### config.mk
export PLATFORM = sky130hd
export DESIGN_NAME = mprg_top
export DESIGN_NICKNAME = d
export VERILOG_FILES = /design/src/hdl/mprg_pkg.sv /design/src/hdl/mprg_top.sv /design/src/hdl/mprg_sync.sv
export SDC_FILE = /design/constraint.sdc
export NUM_CORES = 1
export LEC_CHECK = 0
export ABC_CLOCK_PERIOD_IN_PS = 1900
export BUFFER_PORTS_ARGS = -buffer_cell sky130_fd_sc_hd__buf_2
export CAP_MARGIN = 10
export CORE_UTILIZATION = 25
export DETAILED_ROUTE_END_ITERATION = 7
export SYNTH_ARGS = -nofsm -noshare
export SYNTH_HDL_FRONTEND = slang
export SYNTH_HIERARCHICAL = 1
export SYNTH_SLANG_ARGS = --single-unit
### constraint.sdc
create_clock -name clock -period 1.9 [get_ports clock]
set_input_delay 0.285 -clock clock [delete_from_list [all_inputs] [get_ports clock]]
set_output_delay 0.285 -clock clock [all_outputs]
set_load 0.05 [all_outputs]
### src/hdl/mprg_pkg.sv
// constants and types of the module power, reset and pin control block
package mprg_pkg;
   localparam int          GEN_WIDTH       = 4;        // general pins
   localparam logic [3:0]  GEN_OUT_RESET   = 4'h0;     // outputs low
   localparam logic [3:0]  GEN_IN_IDLE     = 4'hf;     // pulled-high read
   localparam int          SYNC_STAGES     = 2;        // synchroniser depth
   localparam int          IN_COUNT        = 9;        // synchronised inputs
   // positions of synchronised inputs
   localparam int          IX_PWR_BTN      = 0;
   localparam int          IX_RST_BTN      = 1;
   localparam int          IX_PWR_GOOD     = 2;
   localparam int          IX_WAKE         = 3;
   localparam int          IX_BATT         = 4;
   localparam int          IX_TEMP         = 5;
   localparam int          IX_ALERT        = 6;
   localparam int          IX_SUPPLY       = 7;
   localparam int          IX_WDOG         = 8;
   localparam logic [8:0]  SYNC_RESET      = 9'h1ff;   // idle levels
   // suspend warning lead before a sleep state is entered
   localparam int          WARN_TIME_NS    = 1000;
   localparam int          CLOCK_NS        = 10;
   localparam int          WARN_CYCLES     = (WARN_TIME_NS + CLOCK_NS - 1)
                                             / CLOCK_NS;
   localparam logic [7:0]  WARN_COUNT      = 8'(WARN_CYCLES);
   // requested sleep depth from software
   localparam logic [1:0]  REQ_NONE        = 2'h0;
   localparam logic [1:0]  REQ_RAM         = 2'h1;
   localparam logic [1:0]  REQ_DISK        = 2'h2;
   localparam logic [1:0]  REQ_OFF         = 2'h3;

   typedef enum logic [2:0] {
      MPRG_OFF, MPRG_ON, MPRG_WARN, MPRG_RAM, MPRG_DISK
   } mprg_state_type;
endpackage

### src/hdl/mprg_top.sv
// power state, reset and general-purpose pin control of the module
`timescale 1ns/1ps
// Overview of operation
// - general outputs driven low after reset
// - undriven general inputs read as one
// - power button rising edge leaves soft-off
// - low reset button holds hardware reset
// - carrier reset on any reset cause
// - high power-good means main power good
// - suspend warning precedes every sleep entry
// - ram-sleep indicator low in suspend-to-ram
// - shared disk/off indicator low in both
// - carrier may invert ram indicator for supply
// - pcie wake input wakes the system
// - low thermal input flags over-temperature
// - alert raises management interrupt or wakes
module mprg_top (
   input  wire logic       clock,           // 100 MHz standby clock
   input  wire logic       reset_n,         // async reset, active low
   input  wire logic       power_button_n,  // power button
   input  wire logic       reset_button_n,  // reset button
   input  wire logic       main_power_good, // main supply good
   input  wire logic       main_supply_low, // main supply under minimum
   input  wire logic       watchdog_expired,// watchdog timeout
   input  wire logic       soft_reset_req,  // software reset request
   input  wire logic       pcie_wake_n,     // pcie wake
   input  wire logic       battery_low_n,   // battery low event
   input  wire logic       over_temp_n,     // off-module temp alarm
   input  wire logic       mgmt_alert_n,    // management bus alert
   input  wire logic       alert_wake_en,   // alert wakes instead of smi
   input  wire logic [1:0] sleep_req,       // software sleep request
   input  wire logic       gen_out_we,      // software write strobe
   input  wire logic [3:0] gen_out_wdata,   // software output value
   input  wire logic [3:0] gen_in,          // general inputs
   input  wire logic [3:0] gen_in_driven,   // carrier drives gen_in
   output logic      [3:0] gen_out,         // general outputs
   output logic      [3:0] gen_in_value,    // sampled general inputs
   output logic            carrier_reset_n, // reset to carrier
   output logic            suspend_warn_n,  // imminent suspend
   output logic            sleep_ram_n,     // suspend-to-ram
   output logic            sleep_disk_n,    // disk sleep / soft off
   output logic            soft_off_n,      // same net as sleep_disk_n
   output logic            battery_event,   // battery low seen
   output logic            over_temp,       // over-temperature seen
   output logic            mgmt_irq         // management interrupt
);
   logic [1:0] rst_sync_reg;
   logic       rst_n;
   logic [8:0] raw_in;
   logic [8:0] syn;
   logic       btn_prev_reg;
   logic       btn_prev_next;
   logic       btn_rise;
   logic       wake_any;
   logic       hw_reset;
   mprg_pkg::mprg_state_type state_reg;
   mprg_pkg::mprg_state_type state_next;
   logic [1:0] target_reg;
   logic [1:0] target_next;
   logic [7:0] warn_cnt_reg;
   logic [7:0] warn_cnt_next;
   logic [3:0] gen_out_reg;
   logic [3:0] gen_out_next;
   logic [3:0] gen_in_reg;
   logic [3:0] gen_in_next;
   logic [5:0] out_reg;
   logic [5:0] out_next;

   // release of the async reset through two flip-flops
   always_ff @(posedge clock or negedge reset_n) begin
      if (!reset_n) begin
         rst_sync_reg <= 2'h0;
      end else begin
         rst_sync_reg <= {rst_sync_reg[0], 1'b1};
      end
   end
   assign rst_n = rst_sync_reg[1];

   // collect asynchronous inputs for the synchroniser bank
   assign raw_in = {~watchdog_expired, ~main_supply_low, mgmt_alert_n,
                    over_temp_n, battery_low_n, pcie_wake_n,
                    main_power_good, reset_button_n, power_button_n};

   mprg_sync #(
      .WIDTH (mprg_pkg::IN_COUNT),
      .INIT  (mprg_pkg::SYNC_RESET)
   ) mprg_sync_inst (
      .clock    (clock),
      .rst_n    (rst_n),
      .async_in (raw_in),
      .sync_out (syn)
   );

   // decode of reset causes and wake sources
   always_comb begin
      btn_prev_next = syn[mprg_pkg::IX_PWR_BTN];
      btn_rise      = syn[mprg_pkg::IX_PWR_BTN] & ~btn_prev_reg;
      hw_reset      = ~syn[mprg_pkg::IX_RST_BTN]
                    | ~syn[mprg_pkg::IX_PWR_GOOD]
                    | ~syn[mprg_pkg::IX_SUPPLY]
                    | ~syn[mprg_pkg::IX_WDOG]
                    | soft_reset_req;
      wake_any      = btn_rise | ~syn[mprg_pkg::IX_WAKE]
                    | (~syn[mprg_pkg::IX_ALERT] & alert_wake_en);
   end

   // power state machine
   always_comb begin
      state_next    = state_reg;
      target_next   = target_reg;
      warn_cnt_next = warn_cnt_reg;
      unique case (state_reg)
         mprg_pkg::MPRG_OFF: begin
            if (btn_rise) begin
               state_next = mprg_pkg::MPRG_ON;
            end
         end
         mprg_pkg::MPRG_ON: begin
            if (sleep_req != mprg_pkg::REQ_NONE) begin
               state_next    = mprg_pkg::MPRG_WARN;
               target_next   = sleep_req;
               warn_cnt_next = mprg_pkg::WARN_COUNT;
            end
         end
         mprg_pkg::MPRG_WARN: begin
            if (warn_cnt_reg > 8'h1) begin
               warn_cnt_next = warn_cnt_reg - 8'h1;
            end else if (target_reg == mprg_pkg::REQ_RAM) begin
               state_next = mprg_pkg::MPRG_RAM;
            end else if (target_reg == mprg_pkg::REQ_DISK) begin
               state_next = mprg_pkg::MPRG_DISK;
            end else begin
               state_next = mprg_pkg::MPRG_OFF;
            end
         end
         mprg_pkg::MPRG_RAM, mprg_pkg::MPRG_DISK: begin
            if (wake_any) begin
               state_next = mprg_pkg::MPRG_ON;
            end
         end
         default: state_next = mprg_pkg::MPRG_OFF;
      endcase
   end

   // general pins and status outputs
   always_comb begin
      gen_out_next = gen_out_reg;
      if (gen_out_we) begin
         gen_out_next = gen_out_wdata;
      end
      // any reset cause forces the outputs back low
      if (hw_reset) begin
         gen_out_next = mprg_pkg::GEN_OUT_RESET;
      end
      // undriven pins read as the pull-up level
      gen_in_next = (gen_in & gen_in_driven)
                  | (mprg_pkg::GEN_IN_IDLE & ~gen_in_driven);
      out_next[0] = ~(hw_reset | state_reg == mprg_pkg::MPRG_OFF);
      out_next[1] = ~(state_next == mprg_pkg::MPRG_WARN
                      || state_next == mprg_pkg::MPRG_RAM
                      || state_next == mprg_pkg::MPRG_DISK);
      out_next[2] = ~(state_next == mprg_pkg::MPRG_RAM);
      out_next[3] = ~(state_next == mprg_pkg::MPRG_DISK
                      || state_next == mprg_pkg::MPRG_OFF);
      out_next[4] = ~syn[mprg_pkg::IX_BATT];
      out_next[5] = ~syn[mprg_pkg::IX_TEMP];
   end

   // registers of the block
   always_ff @(posedge clock or negedge rst_n) begin
      if (!rst_n) begin
         state_reg    <= mprg_pkg::MPRG_OFF;
         target_reg   <= mprg_pkg::REQ_NONE;
         warn_cnt_reg <= 8'h0;
         btn_prev_reg <= 1'b1;
         gen_out_reg  <= mprg_pkg::GEN_OUT_RESET;
         gen_in_reg   <= mprg_pkg::GEN_IN_IDLE;
         out_reg      <= 6'h06; // carrier reset and disk/off low, others idle
      end else begin
         state_reg    <= state_next;
         target_reg   <= target_next;
         warn_cnt_reg <= warn_cnt_next;
         btn_prev_reg <= btn_prev_next;
         gen_out_reg  <= gen_out_next;
         gen_in_reg   <= gen_in_next;
         out_reg      <= out_next;
      end
   end

   // outputs; the ram indicator is left for the carrier to invert
   assign gen_out         = gen_out_reg;
   assign gen_in_value    = gen_in_reg;
   assign carrier_reset_n = out_reg[0];
   assign suspend_warn_n  = out_reg[1];
   assign sleep_ram_n     = out_reg[2];
   assign sleep_disk_n    = out_reg[3];
   assign soft_off_n      = out_reg[3];
   assign battery_event   = out_reg[4];
   assign over_temp       = out_reg[5];
   assign mgmt_irq        = ~syn[mprg_pkg::IX_ALERT] & ~alert_wake_en;

   // checks
   a_gen_out_low: assert property (@(posedge clock) disable iff (!rst_n)
      hw_reset |=> gen_out == 4'h0)
      else $error("general outputs not low after reset cause");
   a_gen_in_pull: assert property (@(posedge clock) disable iff (!rst_n)
      gen_in_driven == 4'h0 |=> gen_in_value == 4'hf)
      else $error("undriven inputs not read as one");
   a_btn_wake: assert property (@(posedge clock) disable iff (!rst_n)
      (state_reg == mprg_pkg::MPRG_OFF && btn_rise)
      |=> state_reg == mprg_pkg::MPRG_ON)
      else $error("power button edge did not leave soft-off");
   a_rst_hold: assert property (@(posedge clock) disable iff (!rst_n)
      !syn[mprg_pkg::IX_RST_BTN] |=> !carrier_reset_n)
      else $error("reset button did not hold reset");
   a_reset_cause: assert property (@(posedge clock) disable iff (!rst_n)
      $rose(hw_reset) |=> !carrier_reset_n)
      else $error("reset cause did not reach carrier");
   a_pwr_good: assert property (@(posedge clock) disable iff (!rst_n)
      !syn[mprg_pkg::IX_PWR_GOOD] |=> !carrier_reset_n)
      else $error("power not good but carrier out of reset");
   a_warn_first: assert property (@(posedge clock) disable iff (!rst_n)
      (state_reg == mprg_pkg::MPRG_ON && sleep_req != 2'h0)
      |=> !suspend_warn_n && sleep_ram_n)
      else $error("sleep entered without warning");
   a_ram_ind: assert property (@(posedge clock) disable iff (!rst_n)
      state_reg == mprg_pkg::MPRG_RAM |-> !sleep_ram_n)
      else $error("ram indicator not low in ram sleep");
   a_disk_off: assert property (@(posedge clock) disable iff (!rst_n)
      (state_reg == mprg_pkg::MPRG_DISK
       || state_reg == mprg_pkg::MPRG_OFF) |-> !soft_off_n)
      else $error("disk/off indicator not low");
   a_pcie_wake: assert property (@(posedge clock) disable iff (!rst_n)
      (state_reg == mprg_pkg::MPRG_RAM && !syn[mprg_pkg::IX_WAKE])
      |=> state_reg == mprg_pkg::MPRG_ON)
      else $error("pcie wake ignored");
   a_batt_event: assert property (@(posedge clock) disable iff (!rst_n)
      !syn[mprg_pkg::IX_BATT] |=> battery_event)
      else $error("battery event lost");
   a_temp_event: assert property (@(posedge clock) disable iff (!rst_n)
      !syn[mprg_pkg::IX_TEMP] |=> over_temp)
      else $error("temperature event lost");
   c_power_on: cover property (@(posedge clock) disable iff (!rst_n)
      state_reg == mprg_pkg::MPRG_OFF ##1 state_reg == mprg_pkg::MPRG_ON);
   c_ram_sleep: cover property (@(posedge clock) disable iff (!rst_n)
      state_reg == mprg_pkg::MPRG_RAM);
   c_disk_wake: cover property (@(posedge clock) disable iff (!rst_n)
      state_reg == mprg_pkg::MPRG_DISK ##1 state_reg == mprg_pkg::MPRG_ON);
   c_alert_irq: cover property (@(posedge clock) disable iff (!rst_n)
      mgmt_irq);
endmodule

### src/hdl/mprg_sync.sv
// two-stage synchroniser bank for asynchronous inputs
`timescale 1ns/1ps
module mprg_sync #(
   parameter int             WIDTH = 1,
   parameter logic [WIDTH-1:0] INIT = '0
) (
   input  wire logic             clock,    // system clock
   input  wire logic             rst_n,    // synchronised reset
   input  wire logic [WIDTH-1:0] async_in, // raw inputs
   output logic      [WIDTH-1:0] sync_out  // stable copies
);
   logic [WIDTH-1:0] meta_reg;
   logic [WIDTH-1:0] meta_next;
   logic [WIDTH-1:0] sync_reg;
   logic [WIDTH-1:0] sync_next;

   // second stage reads first stage only
   always_comb begin
      meta_next = async_in;
      sync_next = meta_reg;
   end

   // register both stages
   always_ff @(posedge clock or negedge rst_n) begin
      if (!rst_n) begin
         meta_reg <= INIT;
         sync_reg <= INIT;
      end else begin
         meta_reg <= meta_next;
         sync_reg <= sync_next;
      end
   end

   assign sync_out = sync_reg;
endmodule

==> key figures <==
Placement
  – Post-DP HPWL: 2.46 mm
  – Pre-CTS WS: -0.114 ns
  – DP Area: 2320 um2
  – Port Buf Inserts: 43
  – GP Congestion: 0.796

Clock network
  – Root Buffer: clkbuf_8
  – Max clock buf depth: 2
  – H-tree lvl count: 2
  – Clock Sinks: 48
  – Clk Latency, worst-skew pair: just under 0.3 ns
  – Worst-path clk slew: 0.09 ns
  – CTS tree: built
  – Cts bufs inserted: 5

Global route
  – All-layer global routing usage: 9.08%
  – Gr ovfl total: 0
  – First-pass GRT wire length: about 5.5 mm
  – Number of global-route vias before repair: approximately 1,300
  – Initial antenna violation count: 0
  – Largest net degree at the start of global routing: 28

Synthesis
  – Cell area after synthesis: about 1900 um2
  – Ys Warns: 6
  – Ys async rst share: 100%
  – Syn nets: 180
  – Yosys reg bits: between 40 and 50
  – Mean Syn Cell Area: 12.6 um2
  – Most area-hungry cell type in the Yosys netlist: dfstp_2
  – Post-synth EDFFs: 0
  – Main flop type after synthesis: dfstp_2
  – Yosys top cell area share: 34.9%
  – Synth cell types: between 40 and 50
  – Area contributors post-synth: dfstp_2 35%, dfrtp_1 31%, mux2i_1 2.7%
  – Sequential share of the synthesized area: 65.4%
  – Syn Inst Count: 150

Layout
  – FF/Latch Area: 1230 um2
  – Multi-input gate area: 638 um2
  – Nets: 248
  – Post-route cell area: 2520 um2
  – Layout cells sized above 1: a little over half
  – Syn-to-layout area delta: 34.0%
  – FILL cells: 735
  – Finished Core Util: 34.8%
  – Inserted Diodes: 0

Timing
  – Slew Limit Fails: 0
  – RSZ-0062 raised after global routing: yes
  – Final setup fails: 6
  – Final WS setup: -0.0993 ns
  – Clk_skew: approximately 0.0043 ns
  – Final Hold Fails: 0
  – Final period utilization: 105%
  – Fmax: around 0.5 GHz
  – Min Tclk post-route: 2.00 ns

Worst hold path
  – Hold Path Class: primary input to register

Setup path
  – Setup Crit Path Kind: register to register
  – CP Launch Type: register
  – Crit path DAT: around 2.2 ns
  – Worst setup EP type: register
  – Req. time, crit path: 2.13 ns
  – Crit-path max FO: 4

Power
  – Pwr per Cell Area: 1310 nW/um2
  – Total design power: 3.31 mW
  – Combinational Power Share: 38.7%
  – Pint: 2.10 mW
  – Clock power frac: between 10% and 20%
  – Leak Pwr: between 1 and 1.5 nW
  – Reg power frac: between 40% and 50%
  – Psw: 1.20 mW
  – Sw Ratio: 36.4%
  – VDD IR max: between 0.4 and 0.5 mV

Routing
  – Via/cell ratio: 4.17
  – Drt wl/cell: ~11 um
  – Antenna-violating nets left: 0
  – Drt pass-1 iters: 4
  – Via count: between 1,000 and 1,500
  – Final wirelength: 3.47 mm
  – First DRT Iteration DRCs: 81
  – Drc violations: 0

Job
  – Max-cap check violation count: 0

Floorplanning
  – Starting Density: about a quarter
  – Ports: 44
  – # rows: 31
  – Die height: 88.8 um
  – Core region area: 7250 um2
  – Die area: between 7000 and 8000 um2
  – Die width: 88.8 um

Status
  – Outcome: finished with violations
  – Failing checks: setup timing
## cells in the mapped netlist, drive strengths merged (3+ instances only)
master	count
o21ai	9
nor2	10
nand2	11
nor3b	3
nand2b	6
buf	3
nor2b	3
and2	3
inv	8
dfstp	25
a21oi	6
dfrtp	23
mux2i	5
or3	7
## final timing paths
kind                                 startpoint                          to  slack, ns  cells past startpoint
worst max-delay path               btn_prev_reg             warn_cnt_reg[4]       -0.1                      7
worst min-delay path             reset_button_n  mprg_sync_inst/meta_reg[1]       0.08                      1
worst max register to register     btn_prev_reg             warn_cnt_reg[4]       -0.1                      7
worst min register to register  rst_sync_reg[1]             warn_cnt_reg[6]       0.22                      0
max in group asynchronous       rst_sync_reg[1]  mprg_sync_inst/sync_out[5]       1.11                      1
min in group asynchronous       rst_sync_reg[1]             warn_cnt_reg[6]       0.22                      0
## power groups by stage
stage / logic [mW] / registers [mW] / clock network [mW]
floorplan: 0.620 / 1.52 / 0
global placement: 1.04 / 1.41 / 0
detailed placement: 1.06 / 1.41 / 0
CTS: 1.19 / 1.39 / 0.650
global route: 1.40 / 1.43 / 0.686
finish: 1.28 / 1.41 / 0.620
## layer usage
| layer | vias up | part of all wire, % | track usage (%) |
|---|---|---|---|
| met5 | - | 0 | 0 |
| met4 | 0 | 0.84 | 3.52 |
| met1 | 625 | 46 | 11.1 |
| met2 | 44 | 46 | 14.8 |
| met3 | 7 | 7.0 | 3.08 |
| li1 | 649 | - | - |
## kinds of logic (layout without fill, tap and decap cells)
| logic type | count (synthesis) | in the layout | synth area share (%) |
|---|---|---|---|
| buffers and inverters | 12 | 81 | 2.72 |
| other | 1 | 1 | 0.199 |
| muxes | 5 | 5 | 2.66 |
| AOI/OAI and AO/OA | 24 | 24 | 8.96 |
| and+or+nand+nor | 58 | 58 | 18.7 |
| adders and majority gates | 2 | 2 | 1.33 |
| DFF | 48 | 48 | 65.4 |
## cell type report
class	instances	share of cell area (%)
clock buffers	6	3.27
inverters	8	1.19
repair buffers	65	15.9
well taps	99	4.91
clock inverters	2	0.595
multi-input cells	90	25.3
flip-flops and latches	48	48.9
## per-stage QoR
| step | setup TNS, ns | std cells | hold WS, ns |
|---|---|---|---|
| 5_1_grt | -1.09 | 318 | 0.0647 |
| 3_5_place_dp | -0.514 | 302 | 0.0766 |
| 3_3_place_gp | -0.210 | 302 | 0.0734 |
| 6_report | -0.429 | 318 | 0.0820 |
| 4_1_cts | -0.247 | 318 | 0.0705 |
| 2_1_floorplan | 0 | 150 | -0.0106 |
## repair_timing
| action | CTS | global route |
|---|---|---|
| hold buffers | 1 | 0 |
| endpoints found under the setup margin | 8 | 9 |
| setup buffers | 7 | 0 |
| pin swaps | 7 | 1 |
| endpoints found under the hold margin | 2 | 0 |
| resized for setup | 3 | 12 |
## critical path: stages, from the launching register on
cell,delay [ns]
dfstp_2,0.53
nor2b_2,0.04
nor3b_2,0.16
a311oi_2,0.39
a31oi_4,0.15
buf_2,0.17
or3_1,0.36
a21oi_2,0.13
## placed cells by master, fill, tap and decap left out, types with 2 or more instances in the layout
cell type,instances
buf_2,44
dfstp_2,25
dfrtp_1,21
buf_4,17
nor2_1,10
nand2_1,9
inv_1,8
or3_1,7
clkbuf_8,6
nand2b_1,5
a21oi_1,5
o21ai_1,5
mux2i_1,5
nor3b_2,3
and2_1,3
o21ai_0,3
nor2b_1,2
and3b_1,2
nand2_2,2
nand4_1,2
nand3_1,2
ha_1,2
clkinvlp_4,2
buf_6,2
dfrtp_2,2
No activity file was read; power rests on OpenSTA's default activity.
